[src/core/scs_pkg.sv]
package scs_pkg;

  // ----------------------------------------------------------------
  // register addresses on the special-function register port
  // ----------------------------------------------------------------
  localparam logic [7:0] SEL_ADDR    = 8'ha9;
  localparam logic [7:0] HFCTL_ADDR  = 8'hb2;
  localparam logic [7:0] TRIM_ADDR   = 8'hb3;
  localparam logic [7:0] LFCTL_ADDR  = 8'h86;

  // ----------------------------------------------------------------
  // field positions
  // ----------------------------------------------------------------
  localparam int CLKOUT_BIT  = 3;
  localparam int HF_EN_BIT   = 7;
  localparam int HF_RDY_BIT  = 6;
  localparam int SUSPEND_BIT = 5;
  localparam int LF_EN_BIT   = 7;
  localparam int LF_RDY_BIT  = 6;

  // ----------------------------------------------------------------
  // source codes
  // ----------------------------------------------------------------
  localparam logic [2:0] SRC_HF_DIV4 = 3'h0;
  localparam logic [2:0] SRC_EXT     = 3'h1;
  localparam logic [2:0] SRC_HF_DIV2 = 3'h2;
  localparam logic [2:0] SRC_HF      = 3'h3;
  localparam logic [2:0] SRC_LF      = 3'h4;

  // ----------------------------------------------------------------
  // divider periods, in source ticks
  // ----------------------------------------------------------------
  localparam logic [5:0] HF_PRE_DIV     = 6'h04;
  localparam logic [5:0] HF_DIV2_PERIOD = 6'h02;
  localparam logic [5:0] UNDIV_PERIOD   = 6'h01;

  // ----------------------------------------------------------------
  // values after reset
  // ----------------------------------------------------------------
  localparam logic [2:0] CODE_RESET   = 3'h0;
  localparam logic       CLKOUT_RESET = 1'b0;
  localparam logic       HF_EN_RESET  = 1'b1;
  localparam logic [1:0] HF_DIV_RESET = 2'h0;
  localparam logic       LF_EN_RESET  = 1'b0;
  localparam logic [1:0] LF_DIV_RESET = 2'h0;

  typedef struct packed {
    logic [2:0] code;
    logic [1:0] hf_div;
    logic [1:0] lf_div;
  } scs_cfg_type;

  localparam scs_cfg_type CFG_RESET = '{code: CODE_RESET, hf_div: HF_DIV_RESET,
                                        lf_div: LF_DIV_RESET};

  typedef struct packed {
    logic       wr;
    logic       rd;
    logic [7:0] addr;
    logic [7:0] wdata;
  } scs_sfr_req_type;

  typedef enum logic [0:0] {ST_RUN, ST_SWITCH} scs_sw_state_type;

endpackage

[src/core/scs_clock_select.sv]
// What this block does
// - system clock runs from the external oscillator only with source code 001b.
// - external oscillator keeps clocking timers and counter array under internal clock.
// - source may change any time if the new source is enabled and running.
// - internal oscillators usable right after the write enabling them, no wait.
// - code 000 gives high-frequency oscillator over four, then the post-divider.
// - code 010 gives high-frequency oscillator over two; 011 undivided.
// - code 100 gives low-frequency oscillator over its divider; 101-111 reserved.
// - select register bits 6:4 read zero, written 000b; bit 7 reads zero.
// - after reset the high-frequency oscillator is the system clock source.
// - post-divider gives 1, 2, 4 or 8 after four, resets to 8.
// - suspend bit halts the oscillator and stops clocks derived from it.
// - any edge on the wake interrupt pin ends suspend.
// - after wake the CPU continues at the instruction after the suspend write.
// - seven-bit trim sets the period, zero fastest, all ones slowest.
// - trim resets to a per-part factory value giving 48 MHz.
// - trim register bit 7 reads zero and ignores writes.
// - post-divider 00 by 8, 01 by 4, 10 by 2, 11 by 1.
// - control bit 7 enables the high-frequency oscillator, reset value 1.
`timescale 1ns/1ps
module scs_clock_select #(
  parameter logic [6:0] TRIM_RESET = 7'h40  // factory trim stand-in, value arbitrary
) (
  // clock and reset
  input  wire logic                     core_clk,
  input  wire logic                     resetn,
  // register port
  input  wire scs_pkg::scs_sfr_req_type sfr_req,
  output logic                    [7:0] sfr_rdata_q,
  // oscillator ticks
  input  wire logic                     hf_osc_tick,
  input  wire logic                     lf_osc_tick,
  input  wire logic                     ext_osc_tick,
  input  wire logic                     wake_interrupt_pin,
  // oscillator control
  output logic                          hf_osc_run_q,
  output logic                    [6:0] hf_osc_trim_q,
  // clocks to core, peripherals and crossbar
  output logic                          system_clock_pulse_q,
  output logic                          ext_periph_tick_q,
  output logic                          crossbar_clk_q,
  output logic                          cpu_halt_q
);

  // ----------------------------------------------------------------
  // register state
  // ----------------------------------------------------------------
  logic [2:0] code_q, code_d;
  logic       crossbar_clock_out_sync_q, crossbar_clock_out_sync_d;
  logic       hf_osc_enable_q, hf_osc_enable_d;
  logic       suspend_q, suspend_d;
  logic [1:0] hf_post_divider_q, hf_post_divider_d;
  logic       lf_en_q, lf_en_d;
  logic [1:0] lf_post_divider_q, lf_post_divider_d;
  logic [6:0] trim_d;
  logic [7:0] rdata_d;
  logic       wake_prev_q;
  logic       wake_edge;
  logic       wr_hfctl, wr_sel, suspend_set;

  assign wr_hfctl    = sfr_req.wr && (sfr_req.addr == scs_pkg::HFCTL_ADDR);
  assign wr_sel      = sfr_req.wr && (sfr_req.addr == scs_pkg::SEL_ADDR);
  assign suspend_set = wr_hfctl && sfr_req.wdata[scs_pkg::SUSPEND_BIT];
  // the wake pin is synchronous, so one stored copy is enough for the edge
  assign wake_edge   = wake_interrupt_pin ^ wake_prev_q;

  always_comb begin
    code_d                    = code_q;
    crossbar_clock_out_sync_d = crossbar_clock_out_sync_q;
    hf_osc_enable_d           = hf_osc_enable_q;
    hf_post_divider_d         = hf_post_divider_q;
    lf_en_d                   = lf_en_q;
    lf_post_divider_d         = lf_post_divider_q;
    trim_d                    = hf_osc_trim_q;
    suspend_d                 = suspend_q;
    if (suspend_q && wake_edge) begin
      suspend_d = 1'b0;
    end
    if (suspend_set) begin
      suspend_d = 1'b1;
    end
    if (wr_sel) begin
      code_d                    = sfr_req.wdata[2:0];
      crossbar_clock_out_sync_d = sfr_req.wdata[scs_pkg::CLKOUT_BIT];
    end
    if (wr_hfctl) begin
      hf_osc_enable_d   = sfr_req.wdata[scs_pkg::HF_EN_BIT];
      hf_post_divider_d = sfr_req.wdata[1:0];
    end
    if (sfr_req.wr && (sfr_req.addr == scs_pkg::LFCTL_ADDR)) begin
      lf_en_d           = sfr_req.wdata[scs_pkg::LF_EN_BIT];
      lf_post_divider_d = sfr_req.wdata[1:0];
    end
    // trim applies at once; changing it while running is the caller's hazard
    if (sfr_req.wr && (sfr_req.addr == scs_pkg::TRIM_ADDR)) begin
      trim_d = sfr_req.wdata[6:0];
    end
    rdata_d = sfr_rdata_q;
    if (sfr_req.rd) begin
      case (sfr_req.addr)
        scs_pkg::SEL_ADDR:    rdata_d = {4'h0, crossbar_clock_out_sync_q, code_q};
        // ready follows enable directly: no start-up wait
        scs_pkg::HFCTL_ADDR:  rdata_d = {hf_osc_enable_q, hf_osc_enable_q, suspend_q, 3'h0,
                                         hf_post_divider_q};
        scs_pkg::LFCTL_ADDR:  rdata_d = {lf_en_q, lf_en_q, 4'h0, lf_post_divider_q};
        scs_pkg::TRIM_ADDR:   rdata_d = {1'b0, hf_osc_trim_q};
        default:              rdata_d = 8'h00;
      endcase
    end
  end

  always_ff @(posedge core_clk or negedge resetn) begin
    if (!resetn) begin
      code_q                    <= scs_pkg::CODE_RESET;
      crossbar_clock_out_sync_q <= scs_pkg::CLKOUT_RESET;
      hf_osc_enable_q           <= scs_pkg::HF_EN_RESET;
      hf_post_divider_q         <= scs_pkg::HF_DIV_RESET;
      lf_en_q                   <= scs_pkg::LF_EN_RESET;
      lf_post_divider_q         <= scs_pkg::LF_DIV_RESET;
      hf_osc_trim_q             <= TRIM_RESET;
      suspend_q                 <= 1'b0;
      wake_prev_q               <= 1'b0;
      sfr_rdata_q               <= 8'h00;
    end else begin
      code_q                    <= code_d;
      crossbar_clock_out_sync_q <= crossbar_clock_out_sync_d;
      hf_osc_enable_q           <= hf_osc_enable_d;
      hf_post_divider_q         <= hf_post_divider_d;
      lf_en_q                   <= lf_en_d;
      lf_post_divider_q         <= lf_post_divider_d;
      hf_osc_trim_q             <= trim_d;
      suspend_q                 <= suspend_d;
      wake_prev_q               <= wake_interrupt_pin;
      sfr_rdata_q               <= rdata_d;
    end
  end

  // ----------------------------------------------------------------
  // source selection and glitch-free switch
  // ----------------------------------------------------------------
  scs_pkg::scs_cfg_type     cfg_q, cfg_d, want_cfg;
  scs_pkg::scs_sw_state_type st_q, st_d;
  logic       hf_live, lf_live, src_tick, src_live, restart;
  logic [5:0] period;

  assign hf_live  = hf_osc_enable_q && !suspend_q;
  assign lf_live  = lf_en_q;
  assign want_cfg = '{code: code_q, hf_div: hf_post_divider_q, lf_div: lf_post_divider_q};

  always_comb begin
    src_tick = 1'b0;
    src_live = 1'b0;
    period   = scs_pkg::UNDIV_PERIOD;
    case (cfg_q.code)
      scs_pkg::SRC_HF_DIV4: begin
        src_tick = hf_osc_tick && hf_live;
        src_live = hf_live;
        period   = scs_pkg::HF_PRE_DIV << (2'h3 - cfg_q.hf_div);
      end
      scs_pkg::SRC_EXT: begin
        src_tick = ext_osc_tick;
        src_live = 1'b1;
      end
      scs_pkg::SRC_HF_DIV2: begin
        src_tick = hf_osc_tick && hf_live;
        src_live = hf_live;
        period   = scs_pkg::HF_DIV2_PERIOD;
      end
      scs_pkg::SRC_HF: begin
        src_tick = hf_osc_tick && hf_live;
        src_live = hf_live;
      end
      scs_pkg::SRC_LF: begin
        src_tick = lf_osc_tick && lf_live;
        src_live = lf_live;
        period   = scs_pkg::UNDIV_PERIOD << cfg_q.lf_div;
      end
      default: begin
        src_tick = 1'b0;
        src_live = 1'b0;
      end
    endcase
  end

  // a change waits for the old clock's edge, then the new one starts a full period;
  // an old internal source that is disabled or suspended is dropped at once; the external source is always waited for
  always_comb begin
    st_d    = st_q;
    cfg_d   = cfg_q;
    restart = 1'b0;
    case (st_q)
      scs_pkg::ST_RUN: begin
        // reserved codes are stored but never start a switch
        if ((want_cfg != cfg_q) && (code_q <= scs_pkg::SRC_LF)) begin
          st_d = scs_pkg::ST_SWITCH;
        end
      end
      scs_pkg::ST_SWITCH: begin
        if (system_clock_pulse_q || !src_live) begin
          cfg_d   = want_cfg;
          restart = 1'b1;
          st_d    = scs_pkg::ST_RUN;
        end
      end
      default: st_d = scs_pkg::ST_RUN;
    endcase
  end

  always_ff @(posedge core_clk or negedge resetn) begin
    if (!resetn) begin
      st_q  <= scs_pkg::ST_RUN;
      cfg_q <= scs_pkg::CFG_RESET;
    end else begin
      st_q  <= st_d;
      cfg_q <= cfg_d;
    end
  end

  scs_tick_div #(.CW(6)) u_div (
    .core_clk (core_clk),
    .resetn   (resetn),
    .tick_in  (src_tick),
    .period   (period),
    .restart  (restart),
    .pulse_q  (system_clock_pulse_q)
  );

  // ----------------------------------------------------------------
  // outputs: peripherals, crossbar, CPU hold
  // ----------------------------------------------------------------
  logic xbar_raw_q, xbar_sync_q, hf_src;

  assign hf_src = (cfg_q.code == scs_pkg::SRC_HF_DIV4) || (cfg_q.code == scs_pkg::SRC_HF_DIV2) ||
                  (cfg_q.code == scs_pkg::SRC_HF);

  always_ff @(posedge core_clk or negedge resetn) begin
    if (!resetn) begin
      xbar_raw_q        <= 1'b0;
      xbar_sync_q       <= 1'b0;
      crossbar_clk_q    <= 1'b0;
      ext_periph_tick_q <= 1'b0;
      hf_osc_run_q      <= 1'b0;
      cpu_halt_q        <= 1'b0;
    end else begin
      xbar_raw_q        <= xbar_raw_q ^ system_clock_pulse_q;
      xbar_sync_q       <= xbar_raw_q;
      crossbar_clk_q    <= crossbar_clock_out_sync_q ? xbar_sync_q : xbar_raw_q;
      ext_periph_tick_q <= ext_osc_tick;
      hf_osc_run_q      <= hf_osc_enable_d && !suspend_d;
      // the CPU holds state while halted, so it resumes after the suspend write
      cpu_halt_q        <= suspend_d && hf_src;
    end
  end
endmodule

[src/core/scs_tick_div.sv]
`timescale 1ns/1ps
module scs_tick_div #(
  parameter int CW = 6
) (
  // clock and reset
  input  wire logic          core_clk,
  input  wire logic          resetn,
  // source ticks and period
  input  wire logic          tick_in,
  input  wire logic [CW-1:0] period,
  input  wire logic          restart,
  // divided pulse
  output logic               pulse_q
);

  logic [CW-1:0] cnt_q;
  logic [CW-1:0] cnt_d;
  logic          pulse_d;

  // restart starts a full fresh period, so no short pulse follows a switch
  always_comb begin
    cnt_d   = cnt_q;
    pulse_d = 1'b0;
    if (restart) begin
      cnt_d = '0;
    end else if (tick_in) begin
      if (cnt_q >= period - CW'(1)) begin
        cnt_d   = '0;
        pulse_d = 1'b1;
      end else begin
        cnt_d = cnt_q + CW'(1);
      end
    end
  end

  always_ff @(posedge core_clk or negedge resetn) begin
    if (!resetn) begin
      cnt_q   <= '0;
      pulse_q <= 1'b0;
    end else begin
      cnt_q   <= cnt_d;
      pulse_q <= pulse_d;
    end
  end

endmodule

[config.mk]
export PLATFORM = sky130hd
export DESIGN_NAME = scs_clock_select
export DESIGN_NICKNAME = d
export VERILOG_FILES = /design/src/core/scs_pkg.sv /design/src/core/scs_clock_select.sv /design/src/core/scs_tick_div.sv
export SDC_FILE = /design/constraint.sdc
export NUM_CORES = 1
export LEC_CHECK = 0
export BUFFER_PORTS_ARGS = -buffer_cell sky130_fd_sc_hd__buf_2
export CAP_MARGIN = 20
export CORE_ASPECT_RATIO = 1.1
export CORE_MARGIN = 2
export CORE_UTILIZATION = 30
export CTS_CLUSTER_SIZE = 12
export DETAILED_ROUTE_END_ITERATION = 8
export HOLD_SLACK_MARGIN = 0.02
export PLACE_DENSITY_LB_ADDON = 0.25
export SLEW_MARGIN = 5
export SYNTH_ARGS = -nofsm -noshare
export SYNTH_HDL_FRONTEND = slang
export SYNTH_SLANG_ARGS = --single-unit
[constraint.sdc]
create_clock -name core_clk -period 3.7 [get_ports core_clk]
set_input_delay 0 -clock core_clk [delete_from_list [all_inputs] [get_ports core_clk]]
set_output_delay 0 -clock core_clk [all_outputs]
set_load 0.02 [all_outputs]
==> results of run 1 <==
## cells by family (layout without fill, tap and decap cells)
| group | Yosys count | in the layout | synth area share [%] |
|---|---|---|---|
| buf+inv | 14 | 70 | 3.406 |
| fa+ha+maj | 8 | 8 | 3.893 |
| xor+xnor | 10 | 10 | 3.406 |
| mux | 28 | 28 | 13.19 |
| compound gates | 40 | 40 | 10.80 |
| flops | 48 | 48 | 46.81 |
| other cells | 1 | 1 | 0.1458 |
| simple gates | 72 | 72 | 18.35 |
## registers in the layout, indices dropped and copies added (netlist names), 2 cells and up
register / count
u_div.cnt_q: 6
lf_post_divider_q: 2
sfr_rdata_q: 8
hf_post_divider_q: 2
hf_osc_trim_q: 7
code_q: 3
cfg_q: 7
## metrics by stage
step	instances	power (W)	setup WS (ns)	area (µm²)	hold slack, ns
2_1_floorplan	221	0.0008764	0.8006	2571	-0.2956
3_3_place_gp	368	0.0009502	0.7281	2868	0.1484
3_5_place_dp	368	0.0009562	0.7021	2868	0.1473
4_1_cts	387	0.001281	0.6906	3065	0.05858
5_1_grt	388	0.001353	0.4814	3085	0.06805
6_report	388	0.001259	0.7246	3085	0.06193
## layer usage
metal  track usage, %  part of all wire (%)
met1            14.81                    46
met2            21.83                    49
met3            3.067                   3.6
met4            3.674                   1.6
met5                0                     0
## power breakdown
group / switching, W / internal, W
combinational: 0.000188 / 0.000156
clock: 0.000180 / 0.000132
sequential: 0.0000400 / 0.000564
total: 0.000407 / 0.000852
## layout make-up
class,count,area share (%)
Tap cell,111,4.501
Clock inverter,3,0.6083
Clock buffer,5,2.230
Sequential cell,48,39.01
Timing Repair Buffer,56,11.44
Multi-Input combinational cell,159,41.48
Inverter,6,0.7299
## placed cells by master, fill, tap and decap left out, types with 6 or more instances in the layout
cell,synthesis,routed
dfrtp_1,46,46
ha_1,8,8
a21oi_1,13,13
nor2_1,17,17
xor2_1,6,6
mux2_4,7,7
nand2_1,10,10
dlygate4sd3_1,0,11
buf_2,1,43
mux2_2,15,15
o21ai_0,7,7
## worst max-delay path, stage by stage (launching register included)
cell and delay, ns:
dfrtp_1 0.49, nor4b_1 0.33, a21oi_1 0.06, or2_2 0.28, ha_1 0.24, mux2_2 0.27, a22oi_1 0.18, ha_1 0.26
nand4_1 0.09, o221a_2 0.21, and2b_4 0.22, nor4_2 0.26
## what timing repair did
item,4_1_cts,5_1_grt
endpoints found under the hold margin,66,0
hold buffers,11,0
setup endpoints to repair,0,0
## worst min-delay path by stage
stage | from | endpoint | slack (ns) | cells past startpoint
after global placement | ext_osc_tick | ext_periph_tick_q | 0.15 | 1
after floorplan | resetn | cfg_q[0] | -0.30 | 0
after CTS | sfr_req[16] | sfr_rdata_q[5] | 0.06 | 3
after detailed placement | ext_osc_tick | ext_periph_tick_q | 0.15 | 1
after global routing | sfr_req[17] | suspend_q | 0.07 | 2
final | sfr_req[17] | suspend_q | 0.06 | 2
==> key figures, run 1 <==
Logic synthesis
  – Post-synth top area cell: dfrtp_1
  – Top-count cell post-synth: dfrtp_1
  – Flop and latch count out of synthesis: 48
  – Net Count, Synth: 253
  – Share of the synthesized area in the top cell type: ~45%
  – List of most frequent post-synthesis cells: 46 x dfrtp_1, 17 x nor2_1, 15 x mux2_2
  – Number of synthesized flops with an enable pin: 0
  – Synth Flop Type: dfrtp_1
  – Yosys synthesis warning count: 0
  – Cell count after synthesis: 221
  – Post-Syn Area per Cell: 11.63 µm²
  – Synth top area cells: dfrtp_1 45%, mux2_2 6.6%, mux2_4 4.1%, ha_1 3.9%, a21oi_1 2.5%
  – Synthesized cell area: 2571 µm²
  – Async set-reset flop share out of synthesis: 100.0%
  – Yosys cell types: between 50 and 60
  – Register area share after synthesis: 46.81%

Power
  – Pleak: 1.529 nW
  – Worst vdd rail ir drop: 0.1421 mV
  – Pwr/cell area: 408.1 nW/µm²

Timing
  – Final setup TNS: 0 ns
  – Least-Margin Pin Slew: 0.7447 ns
  – Final worst path period need: 2.975 ns
  – Final Hold Viols: 0
  – Setup Viol. Count Final: 0
  – RSZ-0062 raised after global routing: false
  – Fmax: 336.1 MHz
  – Final max-slew violation count: 0
  – Max-slew headroom: 50.21%
  – Fin crit share: 80.42%
  – Setup Skew: 0.01093 ns

Critical path
  – Required @ worst endpoint: 3.92 ns
  – Setup CP Type: reg -> reg
  – R2R Setup Slk: 0.72 ns
  – Critical Path Sink: u_div.cnt_q[4]
  – FF-to-FF End: u_div.cnt_q[4]
  – Worst r2r path cells: 11
  – Max FO, Critical Path: 8
  – Critical Path AT: 3.19 ns
  – Worst flop-to-flop path startpoint: cfg_q[5]
  – CP startpoint kind: flop
  – CP Capture Type: flop
  – Critical Path Source: cfg_q[5]

Place
  – HPWL Detailed: a little over 4000 µm
  – IO buf count: 43
  – Gpl congestion: ~0.75

GRT
  – Initial antenna violation count: 0
  – Total GRT Usage: between 10% and 20%
  – Largest net degree at the start of global routing: 49
  – Number of global-route vias before repair: 1816
  – Final global-route overflow total: 0
  – Global-route wire length before repair: 9039 µm

Worst hold path
  – Min-delay worst type: in -> reg

Finish
  – Area growth, synth to finish: 20.00%
  – Multi-input logic area: 1280 µm²
  – Final Core Density: 36.89%
  – Final Net Count: 308
  – Layout cell share with drive strength beyond 1: a little over a third
  – Number of inserted diodes: 0
  – Register area: 1204 µm²
  – Fill count: 847

Clock network
  – Clock transition at the registers of the reported paths: roughly 0.090 ns
  – Clock Sinks: 48
  – Clock root cell: clkbuf_8
  – TritonCTS clock tree: done
  – Clock Latency Late Sink: 0.30 ns
  – Htree depth: 2
  – Inserted Clock Buffers: 5
  – Post-CTS Setup Bufs: 0
  – Gates resized, CTS repair: 0
  – Maximum clock path buffer count: 2

Routing
  – Initial DRT Pass Iterations: 4
  – Drt wl/cell: 13.98 µm
  – Final ANT Viol Nets: 0
  – Routed via count: between 1500 and 2000
  – Initial DRC count: 49
  – DRC Markers: 0
  – Final WL: approximately 5400 µm
  – Via/cell ratio: 4.606

Floorplanning
  – CORE AREA: 8364 µm²
  – Die area: 9328 µm²
  – Ports: 44
  – FP Rows: 35
  – Die H: 101.1 µm
  – Die Wd: 92.27 µm
  – Initial Util: 30.74%

Run status
  – Outcome: completed

Flow run
  – Max_cap viols: 0
No activity file was read; power rests on OpenSTA's default activity.
==> inputs of run 2 (changes only) <==
--- a/config.mk
+++ b/config.mk
@@ -5,6 +5,7 @@
 export SDC_FILE = /design/constraint.sdc
 export NUM_CORES = 1
 export LEC_CHECK = 0
+export ABC_AREA = 1
 export BUFFER_PORTS_ARGS = -buffer_cell sky130_fd_sc_hd__buf_2
 export CAP_MARGIN = 20
 export CORE_ASPECT_RATIO = 1.1
==> constraint.sdc (replaced) <==
create_clock -name core_clk -period 3.1 [get_ports core_clk]
set_input_delay 0 -clock core_clk [delete_from_list [all_inputs] [get_ports core_clk]]
set_output_delay 0 -clock core_clk [all_outputs]
set_load 0.02 [all_outputs]
==> run 2 against run 1 <==
Sequential share of layout area shrank 2.0 points. Register-to-register slack lost 0.26 ns. Via count grew 32%. Non-clock buffer count is the same. Hold slack gained 0.087 ns. Critical path type unchanged. Highest routed layer unchanged. Sequential power grew 38%. Final area grew 5.5%. Routed wire length grew 14%. Synthesized cell count grew 57%. Clock-buffer cell count is the same.
==> key figures, run 2 <==
Run status
  – Outcome: completed (unchanged)

Timing
  – Final Hold Viols: 0 (unchanged)
  – Fmax: 379.7 MHz (was 336.1 MHz)
  – Least-Margin Pin Slew: 0.5076 ns (was 0.7447 ns)
  – Final max-slew violation count: 0 (unchanged)
  – Final worst path period need: 2.634 ns (was 2.975 ns)
  – Max-slew headroom: 66.16% (was 50.21%)
  – Fin crit share: 84.96% (was 80.42%)
  – Setup Skew: 0.008442 ns (was 0.01093 ns)
  – Worst Slack Setup Final: 0.4661 ns (was 0.7246 ns)
  – Final setup TNS: 0 ns (unchanged)
  – Setup Viol. Count Final: 0 (unchanged)
  – RSZ-0062 raised after global routing: false (unchanged)

Critical path
  – Required @ worst endpoint: 3.35 ns (was 3.92 ns)
  – Worst path cell trace: inv_2 > nand2_1 > nor2_2 > nand2_1 > o21ai_0 > inv_1 > ha_1 > nand3_1 > nor2_1 > nand2_1 > nand2_1 > ha_1 > nand2_1 > inv_1 > a21oi_1 > nand2_1 > nor2_1 > nand3_1 > nand2_1 (was nor4b_1 > a21oi_1 > or2_2 > ha_1 > mux2_2 > a22oi_1 > ha_1 > nand4_1 > o221a_2 > and2b_4 > nor4_2)
  – Crit path top cell by count: nand2_1 (was ha_1)
  – WP buf/inv: 3 (was 0)
  – Max FO, Critical Path: 10 (was 8)
  – R2R Setup Slk: 0.47 ns (was 0.72 ns)
  – CP Capture Type: flop (unchanged)
  – Slowest library cell on the worst path: dfrtp_1 (unchanged)
  – Setup CP Type: reg -> reg (unchanged)
  – Worst path max stage delay: 0.50 ns (was 0.49 ns)
  – CP startpoint kind: flop (unchanged)
  – Top delay family on crit path: simple AND/OR/NAND/NOR gates (unchanged)
  – Critical Path AT: 2.89 ns (was 3.19 ns)

Finish
  – Most common cell after layout, fill and taps aside: nand2_1 (was dfrtp_1)
  – Multi-input logic area: 1306 µm² (was 1280 µm²)
  – Layout cell share with drive strength beyond 1: 19.46% (was 36.10%)
  – Number of inserted diodes: 0 (unchanged)
  – Fill count: 943 (was 847)
  – Max FFs per register: 8 (unchanged)
  – Biggest register: sfr_rdata_q (unchanged)
  – Top flop regs: sfr_rdata_q (8), cfg_q (7), hf_osc_trim_q (7) (unchanged)
  – Final Net Count: 437 (was 308)
  – Register area: 1204 µm² (unchanged)
  – Most frequent cells in the layout: 106 x nand2_1, 46 x dfrtp_1, 43 x buf_2 (was 46 x dfrtp_1, 43 x buf_2, 17 x nor2_1)
  – Area growth, synth to finish: 18.65% (was 20.00%)

Logic synthesis
  – Synth top area cells: dfrtp_1 42%, nand2_1 15%, nand3_1 6.7%, inv_1 5.5%, ha_1 3.6% (was dfrtp_1 45%, mux2_2 6.6%, mux2_4 4.1%, ha_1 3.9%, a21oi_1 2.5%)
  – Yosys synthesis warning count: 0 (unchanged)
  – Yosys cell types: 35 (was 58)
  – Post-synth top area cell: dfrtp_1 (unchanged)
  – Number of synthesized flops with an enable pin: 0 (unchanged)
  – Cell count after synthesis: 348 (was 221)
  – Share of the synthesized area in the top cell type: 41.95% (was 44.77%)
  – Flop and latch count out of synthesis: 48 (unchanged)
  – Async set-reset flop share out of synthesis: 100.0% (unchanged)
  – List of most frequent post-synthesis cells: 106 x nand2_1, 46 x dfrtp_1, 40 x inv_1 (was 46 x dfrtp_1, 17 x nor2_1, 15 x mux2_2)
  – Top-count cell post-synth: nand2_1 (was dfrtp_1)
  – Register area share after synthesis: 43.87% (was 46.81%)
  – Synthesized cell area: 2744 µm² (was 2571 µm²)
  – Post-Syn Area per Cell: 7.885 µm² (was 11.63 µm²)
  – Synth Flop Type: dfrtp_1 (unchanged)
  – Net Count, Synth: 380 (was 253)

Clock network
  – Gates resized, CTS repair: 0 (unchanged)
  – Clock Sinks: 48 (unchanged)
  – Htree depth: 2 (unchanged)
  – Post-CTS Setup Bufs: 0 (unchanged)
  – Clock transition at the registers of the reported paths: 0.10 ns (was 0.09 ns)
  – Inserted Clock Buffers: 5 (unchanged)
  – TritonCTS clock tree: done (unchanged)
  – Maximum clock path buffer count: 2 (unchanged)
  – Clock root cell: clkbuf_8 (unchanged)
  – Clock Latency Late Sink: 0.30 ns (about the same)

Floorplanning
  – FP Rows: 36 (was 35)
  – Die area: 9928 µm² (was 9328 µm²)
  – CORE AREA: 8874 µm² (was 8364 µm²)
  – Die H: 104.3 µm (was 101.1 µm)
  – Initial Util: 30.92% (was 30.74%)
  – Die Wd: 95.19 µm (was 92.27 µm)
  – Ports: 44 (unchanged)

Routing
  – DRC Markers: 0 (unchanged)
  – Initial DRC count: 90 (was 49)
  – Routed via count: 2363 (was 1787)
  – Drt wl/cell: 11.86 µm (was 13.98 µm)
  – Final ANT Viol Nets: 0 (unchanged)
  – Initial DRT Pass Iterations: 6 (was 4)
  – Via/cell ratio: 4.544 (was 4.606)
  – Final WL: 6168 µm (was 5424 µm)

Flow run
  – Max_cap viols: 0 (unchanged)

GRT
  – Final global-route overflow total: 0 (unchanged)
  – Largest net degree at the start of global routing: 28 (was 49)
  – Initial antenna violation count: 0 (unchanged)
  – Global-route wire length before repair: 10630 µm (was 9039 µm)
  – Number of global-route vias before repair: 2280 (was 1816)
  – Total GRT Usage: 13.50% (was 12.32%)

Worst hold path
  – Min-delay worst type: in -> reg (unchanged)

Power
  – Pleak: 1.726 nW (was 1.529 nW)
  – Worst vdd rail ir drop: 0.2762 mV (was 0.1421 mV)
  – Pwr/cell area: 591.7 nW/µm² (was 408.1 nW/µm²)

Place
  – Place WS: 0.4850 ns (was 0.7021 ns)
  – Gpl congestion: 0.8479 (was 0.7484)
  – IO buf count: 43 (unchanged)
  – HPWL Detailed: 4746 µm (was 4133 µm)
run 2: layout make-up:
cell class                      count  area share [%]
Clock inverter                      3          0.8071
Clock buffer                        5           2.114
Timing Repair Buffer               56           10.53
Inverter                           44           5.073
Tap cell                          114           4.381
Multi-Input combinational cell    250           40.12
Sequential cell                    48           36.97
run 2: logic make-up (layout without fill, tap and decap cells):
group                      Yosys count  in the layout  share of synthesized area [%]
AOI/OAI and AO/OA                   40             40                          8.664
adders and majority gates            8              8                          3.648
other                                1              1                         0.1367
buffers and inverters               50            108                          8.527
xor gates and xnor gates            10             10                          3.192
DFF                                 48             48                          43.87
and+or+nand+nor                    191            191                          31.97
run 2: routing by layer:
| layer | GRT usage [%] | wire length (µm) | vias up |
|---|---|---|---|
| li1 | - | - | 1228 |
| met1 | 17.53 | 2773 | 1083 |
| met2 | 22.64 | 3108 | 46 |
| met3 | 2.391 | 203 | 6 |
| met4 | 3.934 | 82 | 0 |
| met5 | 0 | 0 | - |
run 2: report_power, final:
group | internal (W) | switching [W]
sequential | 0.000715 | 0.000120
combinational | 0.000268 | 0.000418
clock | 0.000167 | 0.000239
total | 0.00115 | 0.000777
run 2: tightest hold or removal path, delay by kind of cell:
family / cells / cell delay (ns)
compound gates: 1 / 0.07
buf+inv: 1 / 0.11
simple gates: 3 / 0.23
run 2: final timing paths:
path	depth (start not counted)	endpoint	from
setup reg to reg	19	u_div.cnt_q[0]	cfg_q[4]
max in group asynchronous	3	hf_osc_enable_q	resetn
min in group asynchronous	2	hf_osc_trim_q[2]	resetn
hold reg to reg	0	xbar_sync_q	xbar_raw_q
hold / removal	5	sfr_rdata_q[4]	sfr_req[9]
setup / recovery	19	u_div.cnt_q[0]	cfg_q[4]
run 2: timing repair:
action,CTS,global route
hold buffers,12,0
setup endpoints to repair,0,0
endpoints found under the hold margin,45,0
run 2: through the flow:
step	instances	utilization, %	power [W]	cell area [µm²]	hold WS [ns]
floorplan	348	-	0.001397	2744	-0.2956
global placement	500	34.26	0.001516	3040	0.0002254
detailed placement	500	34.26	0.001532	3040	0.0009754
CTS	520	36.69	0.001956	3256	0.1259
global route	520	36.69	0.002110	3256	0.1631
finish	520	36.69	0.001926	3256	0.1491
==> inputs of run 3 (changes only) <==
--- a/config.mk
+++ b/config.mk
@@ -5,7 +5,7 @@
 export SDC_FILE = /design/constraint.sdc
 export NUM_CORES = 1
 export LEC_CHECK = 0
-export ABC_AREA = 1
+export ABC_AREA = 0
 export BUFFER_PORTS_ARGS = -buffer_cell sky130_fd_sc_hd__buf_2
 export CAP_MARGIN = 20
 export CORE_ASPECT_RATIO = 1.1
==> constraint.sdc (replaced) <==
create_clock -name core_clk -period 2.2 [get_ports core_clk]
set_input_delay 0 -clock core_clk [delete_from_list [all_inputs] [get_ports core_clk]]
set_output_delay 0 -clock core_clk [all_outputs]
set_load 0.02 [all_outputs]
==> run 3 against run 2 <==
The flow now finishes with violations (negative setup slack). Sequential cell count is the same. Cell count shrank 23%. Sequential share of layout area grew 0.057 points. Combinational power grew 5.0%. Clock skew shrank 0.0013 ns. Global-route usage shrank 0.11 points. Total power grew 19%. First-iteration DRC count shrank 34%. Non-clock buffer count grew 14. Utilization grew 2.2 points. Die area shrank 6.0%.
==> key figures, run 3 (synthesis gave the netlist of run 1 again) <==
Timing
  – Worst Slack Setup Final: -0.4840 ns (was 0.4661 ns)
  – Least-Margin Pin Slew: 0.5237 ns (was 0.5076 ns)
  – Max-slew headroom: 64.77% (was 66.16%)
  – RSZ-0062 raised after global routing: true (was false)
  – Final worst path period need: 2.684 ns (was 2.634 ns)
  – Final hold slack: 0.05290 ns (was 0.1491 ns)
  – Fmax: 372.6 MHz (was 379.7 MHz)
  – Setup Viol. Count Final: 7 (was 0)
  – Setup Skew: 0.007165 ns (was 0.008442 ns)
  – Fin crit share: 122.0% (was 84.96%)
  – Final Hold Viols: 0 (unchanged)
  – Final max-slew violation count: 0 (unchanged)

GRT
  – Initial antenna violation count: 0 (unchanged)
  – Number of global-route vias before repair: 1961 (was 2280)
  – Final global-route overflow total: 0 (unchanged)
  – Global-route wire length before repair: 9853 µm (was 10630 µm)
  – Largest net degree at the start of global routing: 29 (was 28)
  – Total GRT Usage: 13.39% (was 13.50%)

Place
  – Gpl congestion: 0.7849 (was 0.8479)
  – HPWL Detailed: 4357 µm (was 4746 µm)
  – Place WS: -0.5158 ns (was 0.4850 ns)
  – IO buf count: 43 (unchanged)

Power
  – Worst vdd rail ir drop: 0.2302 mV (was 0.2762 mV)
  – Pleak: 1.604 nW (was 1.726 nW)
  – Pwr/cell area: 705.0 nW/µm² (was 591.7 nW/µm²)

Critical path
  – WP buf/inv: 1 (was 3)
  – Worst path cell trace: inv_4 > nor4b_4 > a21oi_2 > or2_4 > ha_4 > mux2_4 > a22oi_2 > ha_1 > nand4_1 > o221a_2 > and2b_4 > nor4_2 (was inv_2 > nand2_1 > nor2_2 > nand2_1 > o21ai_0 > inv_1 > ha_1 > nand3_1 > nor2_1 > nand2_1 > nand2_1 > ha_1 > nand2_1 > inv_1 > a21oi_1 > nand2_1 > nor2_1 > nand3_1 > nand2_1)
  – Max FO, Critical Path: 5 (was 10)
  – Slowest library cell on the worst path: dfrtp_1 (unchanged)
  – Required @ worst endpoint: 2.42 ns (was 3.35 ns)
  – Worst path max stage delay: 0.40 ns (was 0.50 ns)
  – CP Capture Type: flop (unchanged)
  – Critical Path AT: 2.90 ns (was 2.89 ns)
  – Setup CP Type: reg -> reg (unchanged)
  – CP startpoint kind: flop (unchanged)
  – Top delay family on crit path: simple AND/OR/NAND/NOR gates (unchanged)

Routing
  – Final WL: 5722 µm (was 6168 µm)
  – Initial DRC count: 59 (was 90)
  – Drt wl/cell: 14.23 µm (was 11.86 µm)
  – Routed via count: 1930 (was 2363)
  – Via/cell ratio: 4.801 (was 4.544)
  – DRC Markers: 0 (unchanged)
  – Final ANT Viol Nets: 0 (unchanged)
  – Initial DRT Pass Iterations: 4 (was 6)

Clock network
  – Clock Latency Late Sink: 0.30 ns (about the same)
  – Clock root cell: clkbuf_8 (unchanged)
  – Clock Sinks: 48 (unchanged)
  – Clock transition at the registers of the reported paths: 0.09 ns (was 0.10 ns)
  – TritonCTS clock tree: done (unchanged)
  – Maximum clock path buffer count: 2 (unchanged)
  – Inserted Clock Buffers: 5 (unchanged)
  – Htree depth: 2 (unchanged)

Finish
  – Area growth, synth to finish: 26.42% (was 18.65%)
  – Top flop regs: sfr_rdata_q (8), cfg_q (7), hf_osc_trim_q (7) (unchanged)
  – Layout cell share with drive strength beyond 1: 41.58% (was 19.46%)
  – Most frequent cells in the layout: 46 x dfrtp_1, 43 x buf_2, 17 x nor2_1 (was 106 x nand2_1, 46 x dfrtp_1, 43 x buf_2)
  – Biggest register: sfr_rdata_q (unchanged)
  – Number of inserted diodes: 0 (unchanged)
  – Most common cell after layout, fill and taps aside: dfrtp_1 (was nand2_1)
  – Max FFs per register: 8 (unchanged)
  – Final Core Density: 38.86% (was 36.69%)
  – Final Net Count: 322 (was 437)

Floorplanning
  – CORE AREA: 8364 µm² (was 8874 µm²)
  – Die H: 101.1 µm (was 104.3 µm)
  – Ports: 44 (unchanged)
  – Initial Util: 30.74% (was 30.92%)
  – Die Wd: 92.27 µm (was 95.19 µm)
  – Die area: 9328 µm² (was 9928 µm²)
  – FP Rows: 35 (was 36)

Flow run
  – Max_cap viols: 0 (unchanged)

Worst hold path
  – Min-delay worst type: in -> reg (unchanged)

Run status
  – Failing checks: negative setup slack
  – Outcome: finished, violations left (was completed)
run 3: cell count changes in the layout (fill, tap and decap cells not counted), sizes merged, moves of 7 or more:
cell   before  now
o21ai      28   10
nor4        0    7
nand2     111   11
buf        44   59
inv        45    6
nor2       32   18
nand3      41    5
mux2        0   26
a21oi       5   14
and3        0    9
run 3: per-stage QoR:
| step | cells | total power (W) | setup TNS [ns] | instance area [µm²] |
|---|---|---|---|---|
| final | 402 | 0.002292 | -3.117 | 3251 |
| after global placement | 382 | 0.001711 | -2.700 | 3010 |
| after CTS | 401 | 0.002319 | -3.200 | 3218 |
| after detailed placement | 382 | 0.001728 | -3.154 | 3010 |
| after floorplan | 221 | 0.001519 | -3.055 | 2609 |
| after global routing | 402 | 0.002462 | -4.366 | 3251 |
run 3: repair_timing:
action / CTS / global route
gates resized for setup: 0 / 4
endpoints found under the setup margin: 7 / 7
hold buffers: 11 / 0
pin swaps: 2 / 0
endpoints found under the hold margin: 41 / 0
setup buffers: 0 / 1
run 3: routing by layer:
metal  up-vias  track usage (%)  routed length (µm)
li1        932                -                   -
met3         7            2.767                 257
met2        45            22.85                2714
met4         0            4.822                  80
met5         -                0                   0
met1       946            16.84                2670
run 3: where the power goes:
part	total (W)	internal [W]	switching (W)
Clock	0.000560	0.000255	0.000305
Combinational	0.000719	0.000354	0.000365
Sequential	0.00101	0.000948	0.0000641
Total	0.00229	0.00156	0.000734
run 3: path summary, 6_finish.rpt:
path	start	to	slack (ns)	cells past startpoint
min in group asynchronous	resetn	wake_prev_q	0.18	2
worst max-delay path	cfg_q[6]	u_div.cnt_q[5]	-0.48	12
worst max register to register	cfg_q[6]	u_div.cnt_q[5]	-0.48	12
max in group asynchronous	resetn	hf_osc_trim_q[6]	1.23	3
worst min-delay path	sfr_req[9]	sfr_rdata_q[5]	0.05	3
worst min register to register	xbar_raw_q	xbar_sync_q	0.43	0
run 3: layout make-up:
class	count	area [µm²]
well taps	111	138.9
flip-flops and latches	48	1204
fillers	841	5114
clock inverters	2	15.01
repair buffers	70	445.4
multi-input cells	159	1340
clock buffers	6	82.58
inverters	6	25.02
run 3: worst min-delay path, cell delays in order:
cell	delay, ns
buf_2	0.12
nand2_1	0.11
o22ai_1	0.09
